### src/hdl/scd_pkg.sv
package scd_pkg;
  localparam int BA_W = 3;
  localparam int ADDR_W = 14;
  localparam int A10_BIT = 10;
  localparam int A12_BIT = 12;
  localparam int NUM_BANKS = 8;
  localparam int MR_SEL_W = 2;
  localparam int BURST_CHOP_BEATS = 4;
  localparam int BURST_FULL_BEATS = 8;
  localparam logic [2:0] CYC_PER_BEAT_PAIR = 3'h1;
  localparam logic [1:0] BL_MODE_FIXED8 = 2'h0;
  localparam logic [1:0] BL_MODE_OTF = 2'h1;
  localparam logic [1:0] BL_MODE_FIXED4 = 2'h2;
  localparam logic [3:0] CKE_HOLD_CYCLES = 4'h4;

  typedef enum logic [3:0] {
    SCD_NONE, SCD_MODE_SET, SCD_REFRESH, SCD_SELF_REFRESH_ENTRY, SCD_SELF_REFRESH_EXIT,
    SCD_PRECHARGE, SCD_PRECHARGE_ALL, SCD_ACTIVATE, SCD_WRITE, SCD_READ,
    SCD_POWER_DOWN_ENTRY, SCD_POWER_DOWN_EXIT, SCD_CAL_LONG, SCD_CAL_SHORT, SCD_ILLEGAL
  } scd_cmd_type;

  typedef enum logic [2:0] {
    SCD_ST_IDLE, SCD_ST_ACTIVE, SCD_ST_ACT_PD, SCD_ST_PRE_PD, SCD_ST_SELF_REFRESH
  } scd_state_type;
endpackage : scd_pkg

### src/hdl/scd_if.sv
`timescale 1ns/1ps
interface scd_if;
  logic reset_n;
  logic cke;
  logic cs_n;
  logic ras_n;
  logic cas_n;
  logic we_n;
  logic odt;
  logic [2:0] ba;
  logic [13:0] addr;
  modport dev (input reset_n, input cke, input cs_n, input ras_n, input cas_n, input we_n,
    input odt, input ba, input addr);
  modport ctl (output reset_n, output cke, output cs_n, output ras_n, output cas_n,
    output we_n, output odt, output ba, output addr);
endinterface : scd_if

### src/hdl/scd_decoder.sv
`timescale 1ns/1ps
module scd_decoder
  import scd_pkg::*;
#(
  parameter int BANK_W = BA_W,
  parameter int ROW_W = ADDR_W,
  parameter int COL_W = 10
)
(
  input wire logic clk,
  scd_if.dev bus,
  output logic cmd_valid,
  output scd_cmd_type cmd,
  output logic [BANK_W-1:0] cmd_bank,
  output logic [ROW_W-1:0] cmd_addr,
  output logic cmd_auto_precharge,
  output logic cmd_chop,
  output logic [MR_SEL_W-1:0] cmd_mr_sel,
  output scd_state_type dev_state,
  output logic dev_idle,
  output logic burst_busy,
  output logic cal_initial,
  output logic cmd_illegal
);
  // Column field must fit below A10 and be at least 3 bits wide.
  if (BANK_W < MR_SEL_W || BANK_W > BA_W || ROW_W <= A12_BIT || ROW_W > ADDR_W ||
      COL_W < 3 || COL_W > A10_BIT)
  begin : g_bad_widths
    $error("scd_decoder: unsupported field widths");
  end

  typedef struct packed {
    logic cke_prev;
    logic valid;
    scd_cmd_type cmd;
    logic [BANK_W-1:0] bank;
    logic [ROW_W-1:0] addr;
    logic ap;
    logic chop;
    logic [MR_SEL_W-1:0] mr_sel;
    scd_state_type state;
    logic [NUM_BANKS-1:0] open;
    logic [3:0] burst_cnt;
    logic [1:0] bl_mode;
    logic init_done;
    logic illegal;
  } scd_dev_type;

  scd_dev_type cur_ff;
  scd_dev_type nxt_ff;
  logic sr_exit_async;

  // Strobe decode, used for both enable-high and transition cycles.
  function automatic scd_cmd_type strobe_decode(input logic ras, input logic cas,
    input logic we, input logic a10);
    scd_cmd_type c;
    c = SCD_NONE;
    case ({ras, cas, we})
      3'h0: c = SCD_MODE_SET;
      3'h1: c = SCD_REFRESH;
      3'h2: c = a10 ? SCD_PRECHARGE_ALL : SCD_PRECHARGE;
      3'h3: c = SCD_ACTIVATE;
      3'h4: c = SCD_WRITE;
      3'h5: c = SCD_READ;
      3'h6: c = a10 ? SCD_CAL_LONG : SCD_CAL_SHORT;
      3'h7: c = SCD_NONE;
      default: c = SCD_ILLEGAL;
    endcase
    return c;
  endfunction : strobe_decode

  // The odt pin is deliberately never read here.
  always_comb
  begin
    scd_cmd_type raw;
    logic quiet;
    logic start_burst;
    raw = strobe_decode(bus.ras_n, bus.cas_n, bus.we_n, bus.addr[A10_BIT]);
    quiet = bus.cs_n || (raw == SCD_NONE);
    start_burst = 1'b0;
    nxt_ff = cur_ff;
    nxt_ff.valid = 1'b0;
    nxt_ff.cmd = SCD_NONE;
    nxt_ff.illegal = 1'b0;
    nxt_ff.cke_prev = bus.cke;
    if (cur_ff.burst_cnt != 4'h0)
    begin
      nxt_ff.burst_cnt = cur_ff.burst_cnt - 4'h1;
    end
    case ({cur_ff.cke_prev, bus.cke})
      2'b11:
      begin
        if (!quiet)
        begin
          nxt_ff.valid = 1'b1;
          nxt_ff.cmd = raw;
          nxt_ff.bank = bus.ba[BANK_W-1:0];
          nxt_ff.addr = bus.addr[ROW_W-1:0];
          nxt_ff.ap = bus.addr[A10_BIT];
          nxt_ff.mr_sel = bus.ba[MR_SEL_W-1:0];
          case (raw)
            SCD_MODE_SET:
            begin
              if (bus.ba[MR_SEL_W-1:0] == 2'h0)
                nxt_ff.bl_mode = bus.addr[1:0];
            end
            SCD_ACTIVATE:
            begin
              nxt_ff.open[bus.ba[BA_W-1:0]] = 1'b1;
              nxt_ff.state = SCD_ST_ACTIVE;
            end
            SCD_PRECHARGE:
            begin
              nxt_ff.open[bus.ba[BA_W-1:0]] = 1'b0;
            end
            SCD_PRECHARGE_ALL:
            begin
              nxt_ff.open = '0;
            end
            SCD_CAL_LONG:
            begin
              nxt_ff.init_done = 1'b1;
            end
            SCD_READ, SCD_WRITE:
            begin
              start_burst = 1'b1;
            end
            default:
            begin
              nxt_ff.illegal = (raw == SCD_ILLEGAL);
            end
          endcase
          // A burst in flight cannot be cut short, so a new one only starts when idle.
          if (start_burst && cur_ff.burst_cnt == 4'h0)
          begin
            case (cur_ff.bl_mode)
              BL_MODE_OTF: nxt_ff.chop = !bus.addr[A12_BIT];
              BL_MODE_FIXED4: nxt_ff.chop = 1'b1;
              default: nxt_ff.chop = 1'b0;
            endcase
            nxt_ff.burst_cnt = nxt_ff.chop ? 4'(BURST_CHOP_BEATS / 2) :
              4'(BURST_FULL_BEATS / 2);
            if (bus.addr[A10_BIT])
              nxt_ff.open[bus.ba[BA_W-1:0]] = 1'b0;
          end
          else if (start_burst)
          begin
            nxt_ff.illegal = 1'b1;
          end
        end
      end
      2'b10:
      begin
        if (quiet && cur_ff.burst_cnt == 4'h0)
        begin
          nxt_ff.state = (cur_ff.open != '0) ? SCD_ST_ACT_PD : SCD_ST_PRE_PD;
          nxt_ff.valid = 1'b1;
          nxt_ff.cmd = SCD_POWER_DOWN_ENTRY;
        end
        else if (!bus.cs_n && raw == SCD_REFRESH && cur_ff.open == '0 &&
                 cur_ff.burst_cnt == 4'h0)
        begin
          nxt_ff.state = SCD_ST_SELF_REFRESH;
          nxt_ff.valid = 1'b1;
          nxt_ff.cmd = SCD_SELF_REFRESH_ENTRY;
        end
        else
        begin
          nxt_ff.illegal = 1'b1;
        end
      end
      2'b01:
      begin
        if (quiet && cur_ff.state != SCD_ST_IDLE && cur_ff.state != SCD_ST_ACTIVE)
        begin
          nxt_ff.valid = 1'b1;
          nxt_ff.cmd = (cur_ff.state == SCD_ST_SELF_REFRESH) ? SCD_SELF_REFRESH_EXIT :
            SCD_POWER_DOWN_EXIT;
          nxt_ff.state = (cur_ff.open != '0) ? SCD_ST_ACTIVE : SCD_ST_IDLE;
        end
        else if (!quiet)
        begin
          nxt_ff.illegal = 1'b1;
        end
      end
      default:
      begin
        // Enable low on both edges: all inputs ignored, state and open banks held.
      end
    endcase
    if (nxt_ff.open == '0 && nxt_ff.state == SCD_ST_ACTIVE)
      nxt_ff.state = SCD_ST_IDLE;
  end

  // Exit from self refresh is a level on the enable pin, seen without the clock.
  assign sr_exit_async = bus.cke && (cur_ff.state == SCD_ST_SELF_REFRESH);

  always_ff @(posedge clk or negedge bus.reset_n)
  begin
    if (!bus.reset_n)
    begin
      cur_ff <= '{cke_prev: 1'b0, valid: 1'b0, cmd: SCD_NONE, bank: '0, addr: '0, ap: 1'b0,
        chop: 1'b0, mr_sel: '0, state: SCD_ST_PRE_PD, open: '0, burst_cnt: 4'h0,
        bl_mode: BL_MODE_FIXED8, init_done: 1'b0, illegal: 1'b0};
    end
    else
    begin
      cur_ff <= nxt_ff;
    end
  end

  assign cmd_valid = cur_ff.valid;
  assign cmd = cur_ff.cmd;
  assign cmd_bank = cur_ff.bank;
  assign cmd_addr = cur_ff.addr;
  assign cmd_auto_precharge = cur_ff.ap;
  assign cmd_chop = cur_ff.chop;
  assign cmd_mr_sel = cur_ff.mr_sel;
  assign dev_state = cur_ff.state;
  assign burst_busy = (cur_ff.burst_cnt != 4'h0);
  // Idle also requires no pending self refresh exit.
  assign dev_idle = (cur_ff.state == SCD_ST_IDLE) && !burst_busy && cur_ff.cke_prev &&
    !sr_exit_async;
  assign cal_initial = !cur_ff.init_done;
  assign cmd_illegal = cur_ff.illegal;
endmodule : scd_decoder

### src/flat_wrapper.sv
// flat-port wrapper written by rule: the top's interface ports become plain ports
module scd_decoder_flat import scd_pkg::*;
#(
  parameter int BANK_W = BA_W,
  parameter int ROW_W = ADDR_W,
  parameter int COL_W = 10
)
  (clk, cmd_valid, cmd, cmd_bank, cmd_addr, cmd_auto_precharge, cmd_chop, cmd_mr_sel, dev_state, dev_idle, burst_busy, cal_initial, cmd_illegal, bus_reset_n, bus_cke, bus_cs_n, bus_ras_n, bus_cas_n, bus_we_n, bus_odt, bus_ba, bus_addr);
  scd_if bus_i ();
  input wire logic clk;
  output logic cmd_valid;
  output scd_cmd_type cmd;
  output logic [BANK_W-1:0] cmd_bank;
  output logic [ROW_W-1:0] cmd_addr;
  output logic cmd_auto_precharge;
  output logic cmd_chop;
  output logic [MR_SEL_W-1:0] cmd_mr_sel;
  output scd_state_type dev_state;
  output logic dev_idle;
  output logic burst_busy;
  output logic cal_initial;
  output logic cmd_illegal;
  input wire logic [$bits(bus_i.reset_n)-1:0] bus_reset_n;
  input wire logic [$bits(bus_i.cke)-1:0] bus_cke;
  input wire logic [$bits(bus_i.cs_n)-1:0] bus_cs_n;
  input wire logic [$bits(bus_i.ras_n)-1:0] bus_ras_n;
  input wire logic [$bits(bus_i.cas_n)-1:0] bus_cas_n;
  input wire logic [$bits(bus_i.we_n)-1:0] bus_we_n;
  input wire logic [$bits(bus_i.odt)-1:0] bus_odt;
  input wire logic [$bits(bus_i.ba)-1:0] bus_ba;
  input wire logic [$bits(bus_i.addr)-1:0] bus_addr;
  assign bus_i.reset_n = bus_reset_n;
  assign bus_i.cke = bus_cke;
  assign bus_i.cs_n = bus_cs_n;
  assign bus_i.ras_n = bus_ras_n;
  assign bus_i.cas_n = bus_cas_n;
  assign bus_i.we_n = bus_we_n;
  assign bus_i.odt = bus_odt;
  assign bus_i.ba = bus_ba;
  assign bus_i.addr = bus_addr;
  scd_decoder #(.BANK_W(BANK_W), .ROW_W(ROW_W), .COL_W(COL_W)) u_core (.clk(clk), .bus(bus_i), .cmd_valid(cmd_valid), .cmd(cmd), .cmd_bank(cmd_bank), .cmd_addr(cmd_addr), .cmd_auto_precharge(cmd_auto_precharge), .cmd_chop(cmd_chop), .cmd_mr_sel(cmd_mr_sel), .dev_state(dev_state), .dev_idle(dev_idle), .burst_busy(burst_busy), .cal_initial(cal_initial), .cmd_illegal(cmd_illegal));
endmodule
### config.mk
export PLATFORM = sky130hd
export DESIGN_NAME = scd_decoder_flat
export DESIGN_NICKNAME = d
export VERILOG_FILES = /design/src/hdl/scd_pkg.sv /design/src/hdl/scd_if.sv /design/src/hdl/scd_decoder.sv /design/src/flat_wrapper.sv
export SDC_FILE = /design/constraint.sdc
export NUM_CORES = 1
export LEC_CHECK = 0
export ABC_AREA = 1
export BUFFER_PORTS_ARGS = -buffer_cell sky130_fd_sc_hd__buf_2
export CORE_MARGIN = 1
export CORE_UTILIZATION = 45
export CTS_CLUSTER_DIAMETER = 100
export CTS_CLUSTER_SIZE = 40
export DETAILED_ROUTE_END_ITERATION = 8
export PLACE_DENSITY = 0.71
export RECOVER_POWER = 25
export REMOVE_ABC_BUFFERS = 1
export SLEW_MARGIN = 25
export SYNTH_ARGS = -nofsm -noshare
export SYNTH_HDL_FRONTEND = slang
export SYNTH_SLANG_ARGS = --single-unit
### constraint.sdc
create_clock -name clk -period 1.6 [get_ports clk]
set_input_delay 0.16 -clock clk [delete_from_list [all_inputs] [get_ports clk]]
set_output_delay 0.16 -clock clk [all_outputs]
set_load 0.005 [all_outputs]
==> flow_summary.yaml <==
layout:
  nNetsFinal: 463
  final_common_cell: "nand2_1"
  multiInputGateArea_sq_um: 1210
  fillCellCount: 561
  synthToLayoutAreaGrowth_pct: 19.9
  regArea_sq_um: 1080
  layout_common_cells: "nand2_1, buf_2, inv_1"
  stdcell_area_sq_um: 3190
  antenna_cells: 0
  drive_above_1_share: 0.305
cts:
  cts-buffers-inserted: 5
  worstSkewPairLatency_ns: 0.30
  clockRootBuffer: "clkbuf_8"
  cts_tree: "built"
  cts_sinks: 43
  clk_pin_slew_worst_paths_ns: 0.09
  htreeDepth: 2
  cts_buffer_depth: 2
hold_path:
  min_from: "bus_cke"
  holdPathStages: 1
  hold_class: "in -> reg"
  hold_path_end: "u_core.cur_ff[45]"
worst_setup_path:
  cp.required_ns: 1.84
  worstPathCellList: "inv_2, ha_4, nand4_4, nor2_1, nor2_1, a21oi_2, nand2_1, nor2_1, a21oi_1"
  reg2reg_depth: 9
  max_stage_delay_ns: 0.39
  cp.arrival_ns: 1.79
  cp-start-kind: "flop"
  critPathMaxFanout: 6
  crit_type: "reg -> reg"
  r2r-start: "u_core.cur_ff[4]"
  cp.buffers_inverters: 1
  r2r_slack_ns: 0.05
  cp_common_cell: "nor2_1"
  crit_path_top_delay_cell: "dfrtp_1"
  end_kind: "flop"
  crit_family: "simple AND/OR/NAND/NOR gates"
  rr_endpoint: "u_core.dev_state[0]"
floorplan:
  dieArea_sq_um: 6230
  row_count: 27
  ioPinCount: 58
  die_w_um: 78.9
  coreArea_sq_um: 5610
  die_h_um: 78.9
  start_util: 0.475
synth:
  syn_inst: 376
  synthTopCellsByArea: "dfrtp_1, nand2_1, buf_4, inv_1, nor2_1"
  ys_ff_latch: 43
  ys_seq_area_frac: 0.405
  synth_warnings: 0
  yosys.area.top_type: "dfrtp_1"
  synth_top_area_share: 0.385
  avgSynthCellArea_sq_um: 7.08
  synth.distinct_cells: 28
  syn_area_sq_um: 2660
flow_run:
  max-cap-violations: 0
routing:
  dr.pass1.iters: 4
  vias: 2406
  vias_per_cell: 4.74
  drtIter0Drc: 120
  ant_nets: 0
  wl_um: 5860
  drc: 0
  routedWlPerCell_um: 11.5
sta:
  period_share: 0.971
  setup_viol: 0
  finalCriticalPeriod_ns: 1.55
  finalSetupTns_ns: 0
  final_hold_viol_count: 0
  max_freq_mhz: 644
  tightest_slew_ns: 1.04
  maxSlewViolCount: 0
  rsz0062_at_grt: "yes"
  maxSlewHeadroom: 0.304
  finClkSkew_ns: 0.00627
outcome:
  status: "finished clean"
placement:
  post-dp-hpwl_um: 4350
  post_dp_cell_area_sq_um: 2980
  port_buffers: 56
  gp_congestion: 0.850
global_routing:
  antenna_found_initial: 0
  grt_usage: 0.206
  grt_max_degree: 44
  grt_pass1_vias: 2243
  grt_overflow: 0
  grt_pass1_wl_um: 9970
pwr:
  power_density_nw_per_um2: 1100
  p_leak_nw: 1.83
  ir_drop_v: 0.000635
registers in the layout (all words and copies together), names as in the netlist:
register,count
u_core.cmd_chop,1
u_core.cur_ff,16
u_core.cmd_addr,14
u_core.cmd,4
u_core.cmd_valid,1
u_core.cmd_bank,2
u_core.dev_state,3
u_core.cmd_illegal,1
u_core.cmd_mr_sel,1
through the flow:
| step | setup slack [ns] | power (mW) | std cells | hold slack, ns | util |
|---|---|---|---|---|---|
| floorplan | 0.0297 | 2.06 | 341 | -0.136 | - |
| global placement | -0.0399 | 2.55 | 495 | 0.265 | 0.531 |
| detailed placement | -0.0915 | 2.59 | 495 | 0.270 | 0.531 |
| CTS | 0.00927 | 3.42 | 504 | 0.00279 | 0.554 |
| global route | -0.0433 | 3.79 | 508 | 0.0188 | 0.569 |
| finish | 0.0466 | 3.51 | 508 | 0.0244 | 0.569 |
per-layer routing:
metal / vias up / global-route usage / wire length (um)
met4: 0 / 0.0618 / 108
li1: 1255 / - / -
met5: - / 0 / 0
met1: 1065 / 0.262 / 2660
met3: 12 / 0.0471 / 278
met2: 74 / 0.350 / 2820
cells in the mapped netlist:
master      n
nand2_2     5
mux2_2      1
buf_6       1
o211ai_1    1
nand2_4     1
nor3_1      6
nor2_4      3
nand3_2     2
nand4_1     2
o22ai_1     1
a21o_1      1
dfstp_2     2
buf_2       6
nor2_1     41
o221ai_1    1
inv_2       4
nand4_2     1
a21oi_1    11
ha_1        3
nor2_2      5
nand2_1   112
o21ai_1     1
dfrtp_1    41
o21ai_0    15
nand3_1    30
buf_4      28
o311ai_0    1
inv_1      50
repair_timing:
item                       4_1_cts  5_1_grt
pin swaps                        1        8
hold buffers                     1        0
buffers inserted                 0        4
hold endpoints to repair        41        0
resized for setup                7       20
setup endpoints to repair        3        4
power by group:
group / switching [mW] / total [mW] / internal (mW)
registers: 0.132 / 1.43 / 1.30
logic: 0.726 / 1.34 / 0.615
clock network: 0.386 / 0.740 / 0.354
total: 1.24 / 3.51 / 2.27
cell families after synthesis:
kind of cell	share of synthesized area
mux	0.00423
compound gates	0.0653
simple gates	0.341
fa+ha+maj	0.0141
buf+inv	0.171
flops	0.405
worst max-delay path by stage:
stage / start / end / cells after the start
3_3_place_gp: u_core.cur_ff[4] / u_core.dev_state[0] / 13
4_1_cts: u_core.cur_ff[5] / dev_idle / 6
3_5_place_dp: u_core.cur_ff[4] / u_core.dev_state[0] / 13
5_1_grt: u_core.cur_ff[12] / u_core.dev_state[0] / 10
6_report: u_core.cur_ff[4] / u_core.dev_state[0] / 9
2_1_floorplan: u_core.cur_ff[4] / u_core.dev_state[0] / 13
area by class of cell:
cell class | instances | share of cell area
well taps | 72 | 0.0282
clock buffers | 7 | 0.0270
repair buffers | 87 | 0.162
flip-flops and latches | 43 | 0.338
clock inverters | 1 | 0.00274
inverters | 54 | 0.0643
multi-input cells | 244 | 0.378
Note: power is estimated with default switching activity, not from simulation.
